==> config.mk <==
export PLATFORM = sky130hd
export DESIGN_NAME = dma_channel_size_and_status
export DESIGN_NICKNAME = d
export VERILOG_FILES = /design/src/design/dma_chan_pkg.sv /design/src/design/dma_channel_size_and_status.sv
export SDC_FILE = /design/constraint.sdc
export NUM_CORES = 1
export LEC_CHECK = 0
export ABC_AREA = 0
export BUFFER_PORTS_ARGS = -buffer_cell sky130_fd_sc_hd__clkbuf_2
export CAP_MARGIN = 10
export CORE_MARGIN = 1.5
export CORE_UTILIZATION = 30
export DETAILED_ROUTE_END_ITERATION = 12
export GPL_TIMING_DRIVEN = 1
export PLACE_DENSITY = 0.56
export SYNTH_ARGS = -nofsm -noshare
export SYNTH_HDL_FRONTEND = slang
export SYNTH_SLANG_ARGS = --single-unit
==> constraint.sdc <==
create_clock -name clk -period 3.79 [get_ports clk]
set_clock_uncertainty 0.05 [all_clocks]
set_input_delay 0.5685 -clock clk [delete_from_list [all_inputs] [get_ports clk]]
set_output_delay 0.5685 -clock clk [all_outputs]
set_load 0.01 [all_outputs]
==> src/design/dma_chan_pkg.sv <==
package dma_chan_pkg;

  // ****************************************
  // Register map
  // ****************************************
  localparam logic [3:0] ctrl_off  = 4'h0;
  localparam logic [3:0] stat_off  = 4'h4;
  localparam logic [3:0] count_off = 4'h8;

  // ****************************************
  // Control fields
  // ****************************************
  localparam int start_bit      = 31;
  localparam int normal_ie_bit  = 23;
  localparam int abnorm_ie_bit  = 22;
  localparam int beat_width_lsb = 2;
  localparam int io_width_lsb   = 0;

  // ****************************************
  // Status fields
  // ****************************************
  localparam int ready_bit     = 31;
  localparam int normal_bit    = 23;
  localparam int abnormal_bit  = 22;
  localparam int src_err_bit   = 20;
  localparam int dst_err_bit   = 19;
  localparam int setup_err_bit = 18;

  localparam logic [31:0] ctrl_reset  = 32'h0000_0000;
  localparam logic [1:0]  resp_okay   = 2'h0;
  localparam logic [1:0]  resp_slverr = 2'h2;

  typedef enum logic [0:0] {
    st_idle = 1'b0,
    st_run  = 1'b1
  } chan_state_e;

  typedef struct packed {
    logic       src_err;
    logic       dst_err;
  } xfer_err_s;

  typedef logic [2:0] bytes_t;

endpackage

==> src/design/dma_channel_size_and_status.sv <==
`timescale 1ns/1ns

module dma_channel_size_and_status
#(
  parameter int count_w = 24
)
(
  input  wire logic               clk,
  input  wire logic               nrst,
  input  wire logic [3:0]         s_axi_awaddr,
  input  wire logic               s_axi_awvalid,
  output      logic               s_axi_awready,
  input  wire logic [31:0]        s_axi_wdata,
  input  wire logic [3:0]         s_axi_wstrb,
  input  wire logic               s_axi_wvalid,
  output      logic               s_axi_wready,
  output      logic [1:0]         s_axi_bresp,
  output      logic               s_axi_bvalid,
  input  wire logic               s_axi_bready,
  input  wire logic [3:0]         s_axi_araddr,
  input  wire logic               s_axi_arvalid,
  output      logic               s_axi_arready,
  output      logic [31:0]        s_axi_rdata,
  output      logic [1:0]         s_axi_rresp,
  output      logic               s_axi_rvalid,
  input  wire logic               s_axi_rready,
  output      logic               beat_req,
  output      dma_chan_pkg::bytes_t beat_bytes,
  output      dma_chan_pkg::bytes_t io_port_bytes,
  input  wire logic               beat_ack,
  input  wire dma_chan_pkg::xfer_err_s beat_err,
  output      logic               irq_normal,
  output      logic               irq_abnormal
);

  // ****************************************
  // Storage
  // ****************************************
  logic [31:0]               ctrl;
  logic [count_w-1:0]        count;
  logic                      normal_done;
  logic                      abnormal_done;
  logic                      src_err;
  logic                      dst_err;
  logic                      setup_err;
  dma_chan_pkg::chan_state_e state;
  logic                      aw_held;
  logic                      w_held;
  logic [3:0]                aw_addr;
  logic [31:0]               w_data;
  logic [3:0]                w_strb;

  // Width code to byte count: 11 one byte, 10 two bytes, 0x four bytes
  function automatic dma_chan_pkg::bytes_t width_bytes(input logic [1:0] code);
    width_bytes = code[1] ? (code[0] ? 3'h1 : 3'h2) : 3'h4;
  endfunction

  // ****************************************
  // Bus decode
  // ****************************************
  wire wr_fire    = aw_held && w_held && !s_axi_bvalid;
  wire wr_ctrl    = wr_fire && aw_addr == dma_chan_pkg::ctrl_off;
  wire wr_stat    = wr_fire && aw_addr == dma_chan_pkg::stat_off;
  wire wr_count   = wr_fire && aw_addr == dma_chan_pkg::count_off;
  wire wr_mapped  = wr_ctrl || wr_stat || wr_count;
  wire start_req  = wr_ctrl && w_strb[3] && w_data[dma_chan_pkg::start_bit];
  wire flags_busy = normal_done || abnormal_done;
  wire start_bad  = start_req && flags_busy;
  wire start_ok   = start_req && !flags_busy && state == dma_chan_pkg::st_idle;
  // Only a zero in an enabled lane clears; a one has no effect
  wire clr_normal = wr_stat && w_strb[2] && !w_data[dma_chan_pkg::normal_bit];
  wire clr_abnorm = wr_stat && w_strb[2] && !w_data[dma_chan_pkg::abnormal_bit];

  // Control word as it stands after this write, so a start sees its own widths
  logic [31:0] next_ctrl;
  for (genvar g = 0; g < 4; g++)
  begin : g_lane
    assign next_ctrl[8*g +: 8] = (wr_ctrl && w_strb[g]) ? w_data[8*g +: 8] : ctrl[8*g +: 8];
  end

  wire                  beat_done  = beat_req && beat_ack;
  wire                  beat_fail  = beat_done && (beat_err.src_err || beat_err.dst_err);
  wire [count_w-1:0]    step       = count_w'(beat_bytes);
  wire                  last_beat  = count <= step;
  wire                  set_normal = beat_done && !beat_fail && last_beat;
  wire                  set_abnorm = beat_fail || start_bad;

  wire [31:0] status_word =
    {(state == dma_chan_pkg::st_run), 7'h00, normal_done, abnormal_done, 1'b0,
     src_err, dst_err, setup_err, 18'h00000};

  wire        rd_ctrl  = s_axi_araddr == dma_chan_pkg::ctrl_off;
  wire        rd_stat  = s_axi_araddr == dma_chan_pkg::stat_off;
  wire        rd_count = s_axi_araddr == dma_chan_pkg::count_off;
  wire [31:0] rd_word  = rd_ctrl  ? {1'b0, ctrl[30:0]} :
                         rd_stat  ? status_word :
                         rd_count ? 32'(count) : 32'h0000_0000;
  wire        rd_ok    = rd_ctrl || rd_stat || rd_count;

  assign s_axi_awready = !aw_held;
  assign s_axi_wready  = !w_held;
  assign s_axi_arready = !s_axi_rvalid;
  assign beat_req      = state == dma_chan_pkg::st_run;
  assign irq_normal    = normal_done && ctrl[dma_chan_pkg::normal_ie_bit];
  assign irq_abnormal  = abnormal_done && ctrl[dma_chan_pkg::abnorm_ie_bit];

  // ****************************************
  // Write channel
  // ****************************************
  always_ff @(posedge clk)
  begin
    if (!nrst)
    begin
      aw_held      <= 1'b0;
      w_held       <= 1'b0;
      aw_addr      <= 4'h0;
      w_data       <= 32'h0000_0000;
      w_strb       <= 4'h0;
      s_axi_bvalid <= 1'b0;
      s_axi_bresp  <= dma_chan_pkg::resp_okay;
    end
    else
    begin
      if (s_axi_awvalid && !aw_held)
      begin
        aw_held <= 1'b1;
        aw_addr <= {s_axi_awaddr[3:2], 2'h0};
      end
      if (s_axi_wvalid && !w_held)
      begin
        w_held <= 1'b1;
        w_data <= s_axi_wdata;
        w_strb <= s_axi_wstrb;
      end
      if (wr_fire)
      begin
        aw_held      <= 1'b0;
        w_held       <= 1'b0;
        s_axi_bvalid <= 1'b1;
        s_axi_bresp  <= wr_mapped ? dma_chan_pkg::resp_okay : dma_chan_pkg::resp_slverr;
      end
      else if (s_axi_bready)
        s_axi_bvalid <= 1'b0;
    end
  end

  // ****************************************
  // Read channel
  // ****************************************
  always_ff @(posedge clk)
  begin
    if (!nrst)
    begin
      s_axi_rvalid <= 1'b0;
      s_axi_rdata  <= 32'h0000_0000;
      s_axi_rresp  <= dma_chan_pkg::resp_okay;
    end
    else if (s_axi_arvalid && !s_axi_rvalid)
    begin
      s_axi_rvalid <= 1'b1;
      s_axi_rdata  <= rd_word;
      s_axi_rresp  <= rd_ok ? dma_chan_pkg::resp_okay : dma_chan_pkg::resp_slverr;
    end
    else if (s_axi_rready)
      s_axi_rvalid <= 1'b0;
  end

  // ****************************************
  // Control and count
  // ****************************************
  // Start bit is a strobe; it is stored in ctrl but masked on read, so it reads back as zero
  always_ff @(posedge clk)
  begin
    if (!nrst)
      ctrl <= dma_chan_pkg::ctrl_reset;
    else if (wr_ctrl)
      ctrl <= next_ctrl;
  end

  always_ff @(posedge clk)
  begin
    if (!nrst)
      count <= '0;
    else if (beat_done && !beat_fail)
      count <= last_beat ? '0 : count - step;
    else if (wr_count && state == dma_chan_pkg::st_idle)
      count <= w_data[count_w-1:0];
  end

  // Widths are latched at start so a rewrite mid-run cannot tear a beat
  always_ff @(posedge clk)
  begin
    if (!nrst)
    begin
      beat_bytes    <= 3'h4;
      io_port_bytes <= 3'h4;
    end
    else if (start_ok)
    begin
      beat_bytes    <= width_bytes(next_ctrl[dma_chan_pkg::beat_width_lsb +: 2]);
      io_port_bytes <= width_bytes(next_ctrl[dma_chan_pkg::io_width_lsb +: 2]);
    end
  end

  // ****************************************
  // Channel engine
  // ****************************************
  always_ff @(posedge clk)
  begin
    if (!nrst)
      state <= dma_chan_pkg::st_idle;
    else
    begin
      unique case (state)
        dma_chan_pkg::st_idle:
          if (start_ok)
            state <= dma_chan_pkg::st_run;
        dma_chan_pkg::st_run:
          if (set_normal || beat_fail)
            state <= dma_chan_pkg::st_idle;
      endcase
    end
  end

  // ****************************************
  // Completion flags
  // ****************************************
  // Hardware set wins over a software clear in the same cycle
  always_ff @(posedge clk)
  begin
    if (!nrst)
    begin
      normal_done   <= 1'b0;
      abnormal_done <= 1'b0;
      src_err       <= 1'b0;
      dst_err       <= 1'b0;
      setup_err     <= 1'b0;
    end
    else
    begin
      if (set_normal)
        normal_done <= 1'b1;
      else if (clr_normal)
        normal_done <= 1'b0;
      if (set_abnorm)
        abnormal_done <= 1'b1;
      else if (clr_abnorm)
      begin
        abnormal_done <= 1'b0;
        src_err       <= 1'b0;
        dst_err       <= 1'b0;
        setup_err     <= 1'b0;
      end
      if (beat_fail && beat_err.src_err)
        src_err <= 1'b1;
      if (beat_fail && beat_err.dst_err)
        dst_err <= 1'b1;
      if (start_bad)
        setup_err <= 1'b1;
    end
  end
endmodule

# [After elaboration in Yosys (flattened, before gate mapping)]
# Index checks and enable logic that the tools add are counted.
[word_totals] memories=0 input_bits=54 mem_bits_ro=0 word_cells=125 regBits=145 ram_bits=0 latchBits=0 output_inout_bits=50
[classes] mul=0 n_eq_ne=7 shifts=0 n_addsub=1 div_mod_pow=0 magnitude_cmp=1 n_mux=28 reduce_logical=62 bitwise_logic=2
[ops] op="$mux 24" count=4
[ops] op="$mux 32" count=2
[ops] op="$logic_and 1x1->1" count=28
[ops] op="$le 24x3->1" count=1
[ops] op="$sub 24x3->24" count=1
[ops] op="$reduce_bool 2->1" count=8
[ops] op="$mux 1" count=14
[ops] op="$reduce_and 2->1" count=7
[ops] op="$logic_not 1->1" count=8
[ops] op="$logic_not 4->1" count=2
[ops] op="$logic_or 1x1->1" count=8
[ops] op="$mux 2" count=4
[ops] op="$mux 3" count=2
[ops] op="$eq 4x3->1 const B" count=1
[ops] op="$eq 4x4->1 const B" count=1
[ops] op="$mux 4" count=1
[ops] op="$ne 2x1->1 const B" count=2
[ops] op="$eq 2x1->1 const B" count=1
[ops] op="$eq 2x2->1 const B" count=1
[ops] op="$ne 2x2->1 const B" count=1
[ops] op="$not 1->1" count=2
[ops] op="$pmux 1 s2" count=1
[ops] op="$reduce_or 2->1" count=1

# [Longest topological paths before layout]
# Gate-level depths: netlist (run 1).
[logic_depth] ltp_word=9 ltp_mapped=10

# [Least setup slack after synthesis (run 1)]
# Ideal clock, no wire load.
[synth_path] kind="register to register" startpoint="reg count[4]" endpoint="reg count[3]" t_arrival_ns=2.141 setup_slack_ns=1.484 n_path_buf=3 period_less_slack_ns=2.306 path_stages_with_launch=9 required_ns=3.625 path_cell_list="dfxtp_1 -> buf_6 -> or4_4 -> buf_6 -> or3_4 -> o31ai_4 -> buf_6 -> a21oi_1 -> o21a_1"
[synth_between] elab_chain_len=3
[synth_lines] element="start: declaration" line="dma_channel_size_and_status.sv:40" rtl="logic [count_w-1:0] count;"
[synth_lines] element="start signal: assignment" line="dma_channel_size_and_status.sv:185" rtl="count <= last_beat ? '0 : count - step;"
[synth_lines] element="start signal: assignment" line="dma_channel_size_and_status.sv:187" rtl="count <= w_data[count_w-1:0];"
[synth_lines] element="$le 24x3->1" line="dma_channel_size_and_status.sv:84" rtl="wire last_beat = count <= step;"
[synth_lines] element="$mux 24" line="dma_channel_size_and_status.sv:185"
[synth_lines] element="$mux 24" line="dma_channel_size_and_status.sv:184" rtl="else if (beat_done && !beat_fail)"
# No other way between the ends.
# A chain may end at the register's enable or synchronous reset.

# [Worst setup path in the final report (run 1)]
[layout_path] startpoint="reg count[4]" endpoint="reg count[22]"
[layout_between] elab_chain_len=3 word_cells_on_any_way=4 cone_classes="add/sub: 1; order compare: 1; mux: 2"
[layout_lines] element="$sub 24x3->24 / $le 24x3->1 (equally long branches)" line="dma_channel_size_and_status.sv:185, dma_channel_size_and_status.sv:84"
[layout_lines] element="$mux 24 *" line="dma_channel_size_and_status.sv:185"
[layout_lines] element="$mux 24 *" line="dma_channel_size_and_status.sv:184"
# Mark *: on every way between the ends. The rest lies on a longest branch, timed or not.

==> metrics.md, run 1 <==
| Metric | Value |
|---|---|
| Synth Register Bits | `143` |
| Mapped Area | `0.00640 mm2` |
| Routed via count | `5750` |
| Post-synth EDFFs | `0` |
| Share of post-route cells with drive strength above 1 | `0.181` |
| Type of origin of the critical path | `register` |
| Max Fanout on Critical Path | `19` |
| CTS H-Tree Depth | `4` |
| Clk_lat worst skew | `0.43 ns` |
| Synth area leaders | `dfxtp_1 45%, a21oi_1 8.1%, mux2i_1 7.3%` |
| # port buffers | `99` |
| CTS Root Cell | `clkbuf_16` |
| Top cells by count, synth | `143 x dfxtp_1, 124 x nand2_1, 104 x a21oi_1, 69 x nor2_1` |
| CTS tree | `built` |
| Max Slew Vio Count | `0` |
| Die area | `0.0222 mm2` |
| Final Hold Slack | `0.274 ns` |
| Io pins | `104` |
| Final setup TNS | `0 ns` |
| Crit path time final | `2.63 ns` |
| Layout Cells excl Fill | `1143` |
| Critical path required time | `4.00 ns` |
| Resize count post-CTS | `0` |
| Nets | `913` |
| Endpoints failing setup | `0` |
| CTS Hold Buffers Added | `0` |
| Most common cell in the netlist | `dfxtp_1` |
| Total power after layout | `0.00352 W` |
| DIE HEIGHT | `149 um` |
| Least-Margin Pin Slew | `0.967 ns` |
| Post-synthesis instance total | `779` |
| Data arrival, critical path | `2.84 ns` |
| Setup bufs post-CTS | `0` |
| GRT Total Usage | `0.171` |
| Crit share post-route | `0.694` |
| Initial Util | `0.306` |
| First-pass GRT wire length | `29.7 mm` |
| Top-area cell type share of the netlist area | `0.447` |
| CTS Buf Count | `17` |
| Avg Cell Area, Syn | `8.22 um2` |
| Pre-antenna DRT Iters | `5` |
| Hpwl dp | `12.6 mm` |
| Final WL | `18.2 mm` |
| Initial DRC count | `434` |
| CP Capture Type | `register` |
| Area growth syn-to-layout | `20.8%` |
| Antenna cells | `0` |
| Post-route ant nets | `0` |
| Core area | `0.0210 mm2` |
| Pin count of the biggest net entering global routing | `73` |
| Final hold violation count | `0` |
| Placed Cells incl. Taps | `1111` |
| FMAX | `0.380 GHz` |
| Clk slew on worst S/H paths | `0.06 ns` |
| Ys Warns | `0` |
| Worst setup path category | `register to register` |
| Row count | `53` |
| FFs w/ async S/R, synth | `0` |
| Clock buffer depth | `2` |
| Hold Path Class | `input pin to register` |
| Run status | `completed` |
| WL/cell | `15.9 um` |
| Yosys top cell by area | `dfxtp_1` |
| Clock sink count | `143` |
| Avg Vias per Cell | `5.03` |
| Most used DFF post-synth | `dfxtp_1` |
| Sequential area share after synthesis | `0.447` |
| Leakage | `3.21 nW` |
| GPL Wtd Cong | `0.789` |
| Slew margin rel. | `0.350` |
| Maxcap violations | `0` |
| Antenna violations before repair | `0` |
| Die width | `149 um` |
| Grt ovf | `0` |
| VDD IR max | `0.000232 V` |
| Pwr per Cell Area | `455 mW/mm2` |
| Yosys cell types | `66` |
| Residual DRC count | `0` |
| Filler instances | `2263` |
| Vias in the first global route | `5492` |
| RSZ-0062 raised after global routing | `false` |
placed cells by master, fill, tap and decap left out, types with 8 or more instances in the layout:
| master | Yosys | final |
|---|---|---|
| clkbuf_16 | 0 | 17 |
| nor3_1 | 29 | 28 |
| nand3_1 | 37 | 37 |
| inv_1 | 11 | 10 |
| buf_4 | 2 | 13 |
| mux2i_1 | 47 | 47 |
| o21a_1 | 8 | 8 |
| clkbuf_2 | 0 | 99 |
| o21ai_0 | 15 | 15 |
| dfxtp_1 | 143 | 143 |
| a21oi_1 | 104 | 104 |
| nand2_1 | 124 | 124 |
| nor2_1 | 69 | 69 |
critical path, stage by stage, from the launching register on:
cell and delay (ns):
dfxtp_1 0.40, or4_4 0.63, or3_4 0.37, o31ai_4 0.72, o21bai_1 0.21, a221oi_1 0.09
layout make-up:
| type | instances | area (um2) | share of cell area |
|---|---|---|---|
| inverters | 13 | 50.0 | 0.00647 |
| clock buffers | 20 | 447 | 0.0578 |
| repair buffers | 112 | 593 | 0.0767 |
| well taps | 275 | 344 | 0.0445 |
| flip-flops and latches | 143 | 2860 | 0.370 |
| multi-input cells | 568 | 3270 | 0.423 |
| clock inverters | 12 | 161 | 0.0209 |
sequential cells by signal, indices dropped and copies added (netlist names), 2 cells and up:
signal / count
s_axi_rdata: 32
w_data: 32
beat_bytes: 3
count: 24
w_strb: 4
ctrl: 31
io_port_bytes: 3
aw_addr: 2
through the flow:
step | setup slack, ns | utilization | area [um2]
after floorplan | 1.48 | - | 6410
after global placement | 1.15 | 0.340 | 7120
after detailed placement | 1.14 | 0.340 | 7120
after CTS | 1.13 | 0.369 | 7730
after global routing | 0.968 | 0.369 | 7730
final | 1.16 | 0.369 | 7730
routing by layer:
| metal | track usage | wire length (um) |
|---|---|---|
| met1 | 0.249 | 9330 |
| met3 | 0.0394 | 973 |
| met2 | 0.248 | 7640 |
| met5 | 0 | 0 |
| met4 | 0.0554 | 238 |
final timing paths:
| kind | from | slack [ns] | depth (start not counted) | end |
|---|---|---|---|---|
| worst min register to register | s_axi_bresp[1] | 0.40 | 2 | s_axi_bresp[1] |
| worst max-delay path | count[4] | 1.16 | 5 | count[22] |
| worst max register to register | count[4] | 1.16 | 5 | count[22] |
| worst min-delay path | s_axi_rready | 0.27 | 2 | s_axi_rvalid |
logic make-up (layout without fill, tap and decap cells):
logic type	after synthesis	after routing	share of synthesized area
AND/OR/NAND/NOR	315	315	0.229
adder cells (fa/ha/maj)	4	4	0.00899
AO/OA/AOI/OAI	193	193	0.186
XOR/XNOR	7	7	0.00957
other	1	2	0.000586
multiplexers	47	47	0.0735
buffers and inverters	69	157	0.0453
flip-flops	143	143	0.447
power by group:
part | internal (W) | total [W] | switching, W
Clock | 0.00106 | 0.00173 | 0.000670
Sequential | 0.00153 | 0.00157 | 0.0000381
Combinational | 0.0000771 | 0.000222 | 0.000145
No activity file was read; power rests on OpenSTA's default activity.
==> run 2: changes to the inputs <==
PLACE_DENSITY = 0.57   (was 0.56)
clock period = 2.2 ns   (was 3.79 ns; I/O delays follow)
==> run 2 against run 1 <==
  * The run now ends with negative setup slack left
  * Sequential power grew 72%
  * Sequential share of layout area shrank 2.2 points
  * First-iteration DRC count shrank 7.8%
  * Total power grew 70%
  * Global-route usage grew 0.056 points
  * Final cell count grew 4.5%
  * Cell area grew 6.6%
  * Clock power grew 65%
  * Non-clock buffer count grew 51
  * Register-to-register slack lost 1.2 ns
  * Critical path type unchanged
  * Critical endpoint is now count[10]
  * Largest cell class unchanged
  * Highest routed layer unchanged
==> metrics.md, run 2 (synthesis gave the netlist of run 1 again) <==
| Metric | Value |
|---|---|
| GRT Total Usage | `0.172 (+0.000561)` |
| CTS Hold Buffers Added | `0 (unchanged)` |
| Data arrival, critical path | `2.54 ns (-0.30 ns)` |
| Slew margin rel. | `0.418 (+0.0676)` |
| First-pass GRT wire length | `29.6 mm (about the same)` |
| Hold EP | `s_axi_rvalid` |
| Max incr delay on CP | `0.42 ns (-0.30 ns)` |
| Clock power share | `0.475 (-0.015)` |
| Initial DRC count | `400 (-7.8%)` |
| Switching pwr | `0.00149 W (+74%)` |
| WL/cell | `15.7 um (-1.1%)` |
| Final setup margin | `-0.0431 ns (-1.20 ns)` |
| Clk_lat worst skew | `0.43 ns (about the same)` |
| Area growth syn-to-layout | `28.8%` |
| Reg2Reg Depth | `9 (+4)` |
| Row count | `53 (unchanged)` |
| Switching Share | `0.248 (+0.00573)` |
| Pre-antenna DRT Iters | `4 (-1)` |
| Maxcap violations | `0 (unchanged)` |
| Least-Margin Pin Slew | `0.870 ns (-0.0974 ns)` |
| Avg Vias per Cell | `5.01 (-0.44%)` |
| Placed cell areas | `0.00753 mm2 (+5.7%)` |
| Filler instances | `2196 (-3.0%)` |
| Post-route ant nets | `0 (unchanged)` |
| Leakage | `3.48 nW (+8.4%)` |
| Antenna cells | `0 (unchanged)` |
| Endpoints failing setup | `1 (+1)` |
| Internal power | `0.00451 W (+69%)` |
| Multi-input logic area | `0.00338 mm2 (+3.3%)` |
| Placed Cells incl. Taps | `1159 (+4.3%)` |
| Grt ovf | `0 (unchanged)` |
| Routed via count | `5980 (+4.0%)` |
| Hold Path Class | `input pin to register` |
| Min-Delay Path Depth | `2 (unchanged)` |
| DIE HEIGHT | `149 um (unchanged)` |
| FF/Latch Area | `0.00287 mm2 (+0.17%)` |
| Clock sink count | `143 (unchanged)` |
| Nets | `964 (+5.6%)` |
| Total power after layout | `0.00599 W (+70%)` |
| Residual DRC count | `0 (unchanged)` |
| RSZ-0062 raised after global routing | `true` |
| Clock buffer depth | `2 (unchanged)` |
| R2R setup slack | `-0.04 ns (-1.20 ns)` |
| Cell with the most instances on the worst path | `inv_2` |
| Hpwl dp | `13.5 mm (+6.8%)` |
| Failing checks | `negative setup slack` |
| Crit-path slowest cell | `or4_4` |
| Commonest non-fill, non-tap cell in the layout | `dfxtp_1` |
| Share of post-route cells with drive strength above 1 | `0.251 (+0.0705)` |
| Final WL | `18.8 mm (+3.3%)` |
| VDD IR max | `0.000318 V (+37%)` |
| CTS tree | `built` |
| Register share of total power | `0.450 (+0.003)` |
| Pwr per Cell Area | `727 mW/mm2 (+60%)` |
| CTS Root Cell | `clkbuf_16` |
| Crit path time final | `2.24 ns (-0.386 ns)` |
| Max Slew Vio Count | `0 (unchanged)` |
| RR Startpoint | `count[0]` |
| GPL Wtd Cong | `0.816 (+3.4%)` |
| Final setup TNS | `-0.0431 ns (-0.0431 ns)` |
| Type of origin of the critical path | `register` |
| Worst setup path category | `register to register` |
| Run status | `finished, violations left` |
| CP Capture Type | `register` |
| Clk slew on worst S/H paths | `0.06 ns (about the same)` |
| Most frequent cells in the layout | `139 x dfxtp_1, 122 x nand2_1, 101 x a21oi_1, 99 x clkbuf_2, 69 x nor2_1` |
| Hold_sp | `s_axi_rready` |
| Crit-path cells | `inv_2, ha_4, inv_2, fa_2, a211o_4, or4_4, xor2_1, o22a_1, nor2_1` |
| Post-route cell area | `0.00825 mm2 (+6.6%)` |
| Regs by FF count | `s_axi_rdata: 32 flops, w_data: 32 flops, ctrl: 31 flops` |
| Comb pwr share | `0.074 (+0.011)` |
| FMAX | `0.446 GHz (+17%)` |
| Die width | `149 um (unchanged)` |
| # port buffers | `99 (unchanged)` |
| Worst slack, placed | `-0.0524 ns (-1.19 ns)` |
| Worst R2R End | `count[10]` |
| Crit share post-route | `1.02 (+0.326)` |
| Final hold violation count | `0 (unchanged)` |
| Initial Util | `0.306 (unchanged)` |
| CTS Buf Count | `17 (unchanged)` |
| Core area | `0.0210 mm2 (unchanged)` |
| Vias in the first global route | `5505 (+0.24%)` |
| Io pins | `104 (unchanged)` |
| Max Fanout on Critical Path | `3 (-16)` |
| Critical path required time | `2.50 ns (-1.50 ns)` |
| Pin count of the biggest net entering global routing | `50 (-32%)` |
| Antenna violations before repair | `0 (unchanged)` |
| Layout Cells excl Fill | `1194 (+4.5%)` |
| CTS H-Tree Depth | `4 (unchanged)` |
| Die area | `0.0222 mm2 (unchanged)` |
-- run 2: cell types whose count changed in the layout (fill, tap and decap cells not counted), moves of 3 or more --
cell,before,now
a21oi_1,104,101
clkbuf_8,1,4
a21oi_2,0,3
buf_12,0,3
buf_4,13,61
dfxtp_1,143,139
dfxtp_2,0,4
-- run 2: worst max-delay path, delay by kind of cell, from the launching register on --
| kind | cells | cell delay, ns |
|---|---|---|
| adder cells (fa/ha/maj) | 2 | 0.49 |
| XOR/XNOR | 1 | 0.15 |
| buffers and inverters | 2 | 0.09 |
| flip-flops | 1 | 0.32 |
| AND/OR/NAND/NOR | 2 | 0.49 |
| AO/OA/AOI/OAI | 2 | 0.57 |
-- run 2: stage by stage --
step | hold WS [ns] | utilization
6_report | 0.0412 | 0.393
4_1_cts | 0.0137 | 0.387
2_1_floorplan | 0.379 | -
3_5_place_dp | 0.396 | 0.359
3_3_place_gp | 0.391 | 0.359
5_1_grt | 0.0387 | 0.393
-- run 2: routing by layer --
metal | global-route usage | routed length [um]
met5 | 0 | 0
met4 | 0.0550 | 189
met3 | 0.0480 | 1120
met2 | 0.246 | 8020
met1 | 0.247 | 9450
-- run 2: cell type report --
type / instances / share of cell area
clock buffers: 22 / 0.0587
clock inverters: 10 / 0.0124
inverters: 13 / 0.00607
multi-input cells: 568 / 0.410
flip-flops and latches: 143 / 0.348
well taps: 275 / 0.0417
repair buffers: 163 / 0.123
-- run 2: power by group through the flow --
stage | clock network [W] | logic [W] | registers (W)
6_report | 0.00285 | 0.000446 | 0.00270
5_1_grt | 0.00302 | 0.000496 | 0.00270
4_1_cts | 0.00290 | 0.000440 | 0.00270
3_5_place_dp | 0 | 0.000438 | 0.00275
3_3_place_gp | 0 | 0.000436 | 0.00275
2_1_floorplan | 0 | 0.000261 | 0.00274
-- run 2: repair_timing --
action                     4_1_cts  5_1_grt
buffers inserted                 0        3
pin swaps                        0        4
resized for setup                0       24
setup endpoints to repair        1       21
-- run 2: worst max path at each step --
stage,from,to,slack (ns),cells past startpoint
detailed placement,count[0],count[10],-0.05,9
global route,count[0],count[10],-0.13,9
global placement,count[0],count[10],-0.03,9
floorplan,count[7],count[11],-0.10,7
CTS,count[0],count[10],-0.07,9
finish,count[0],count[10],-0.04,9
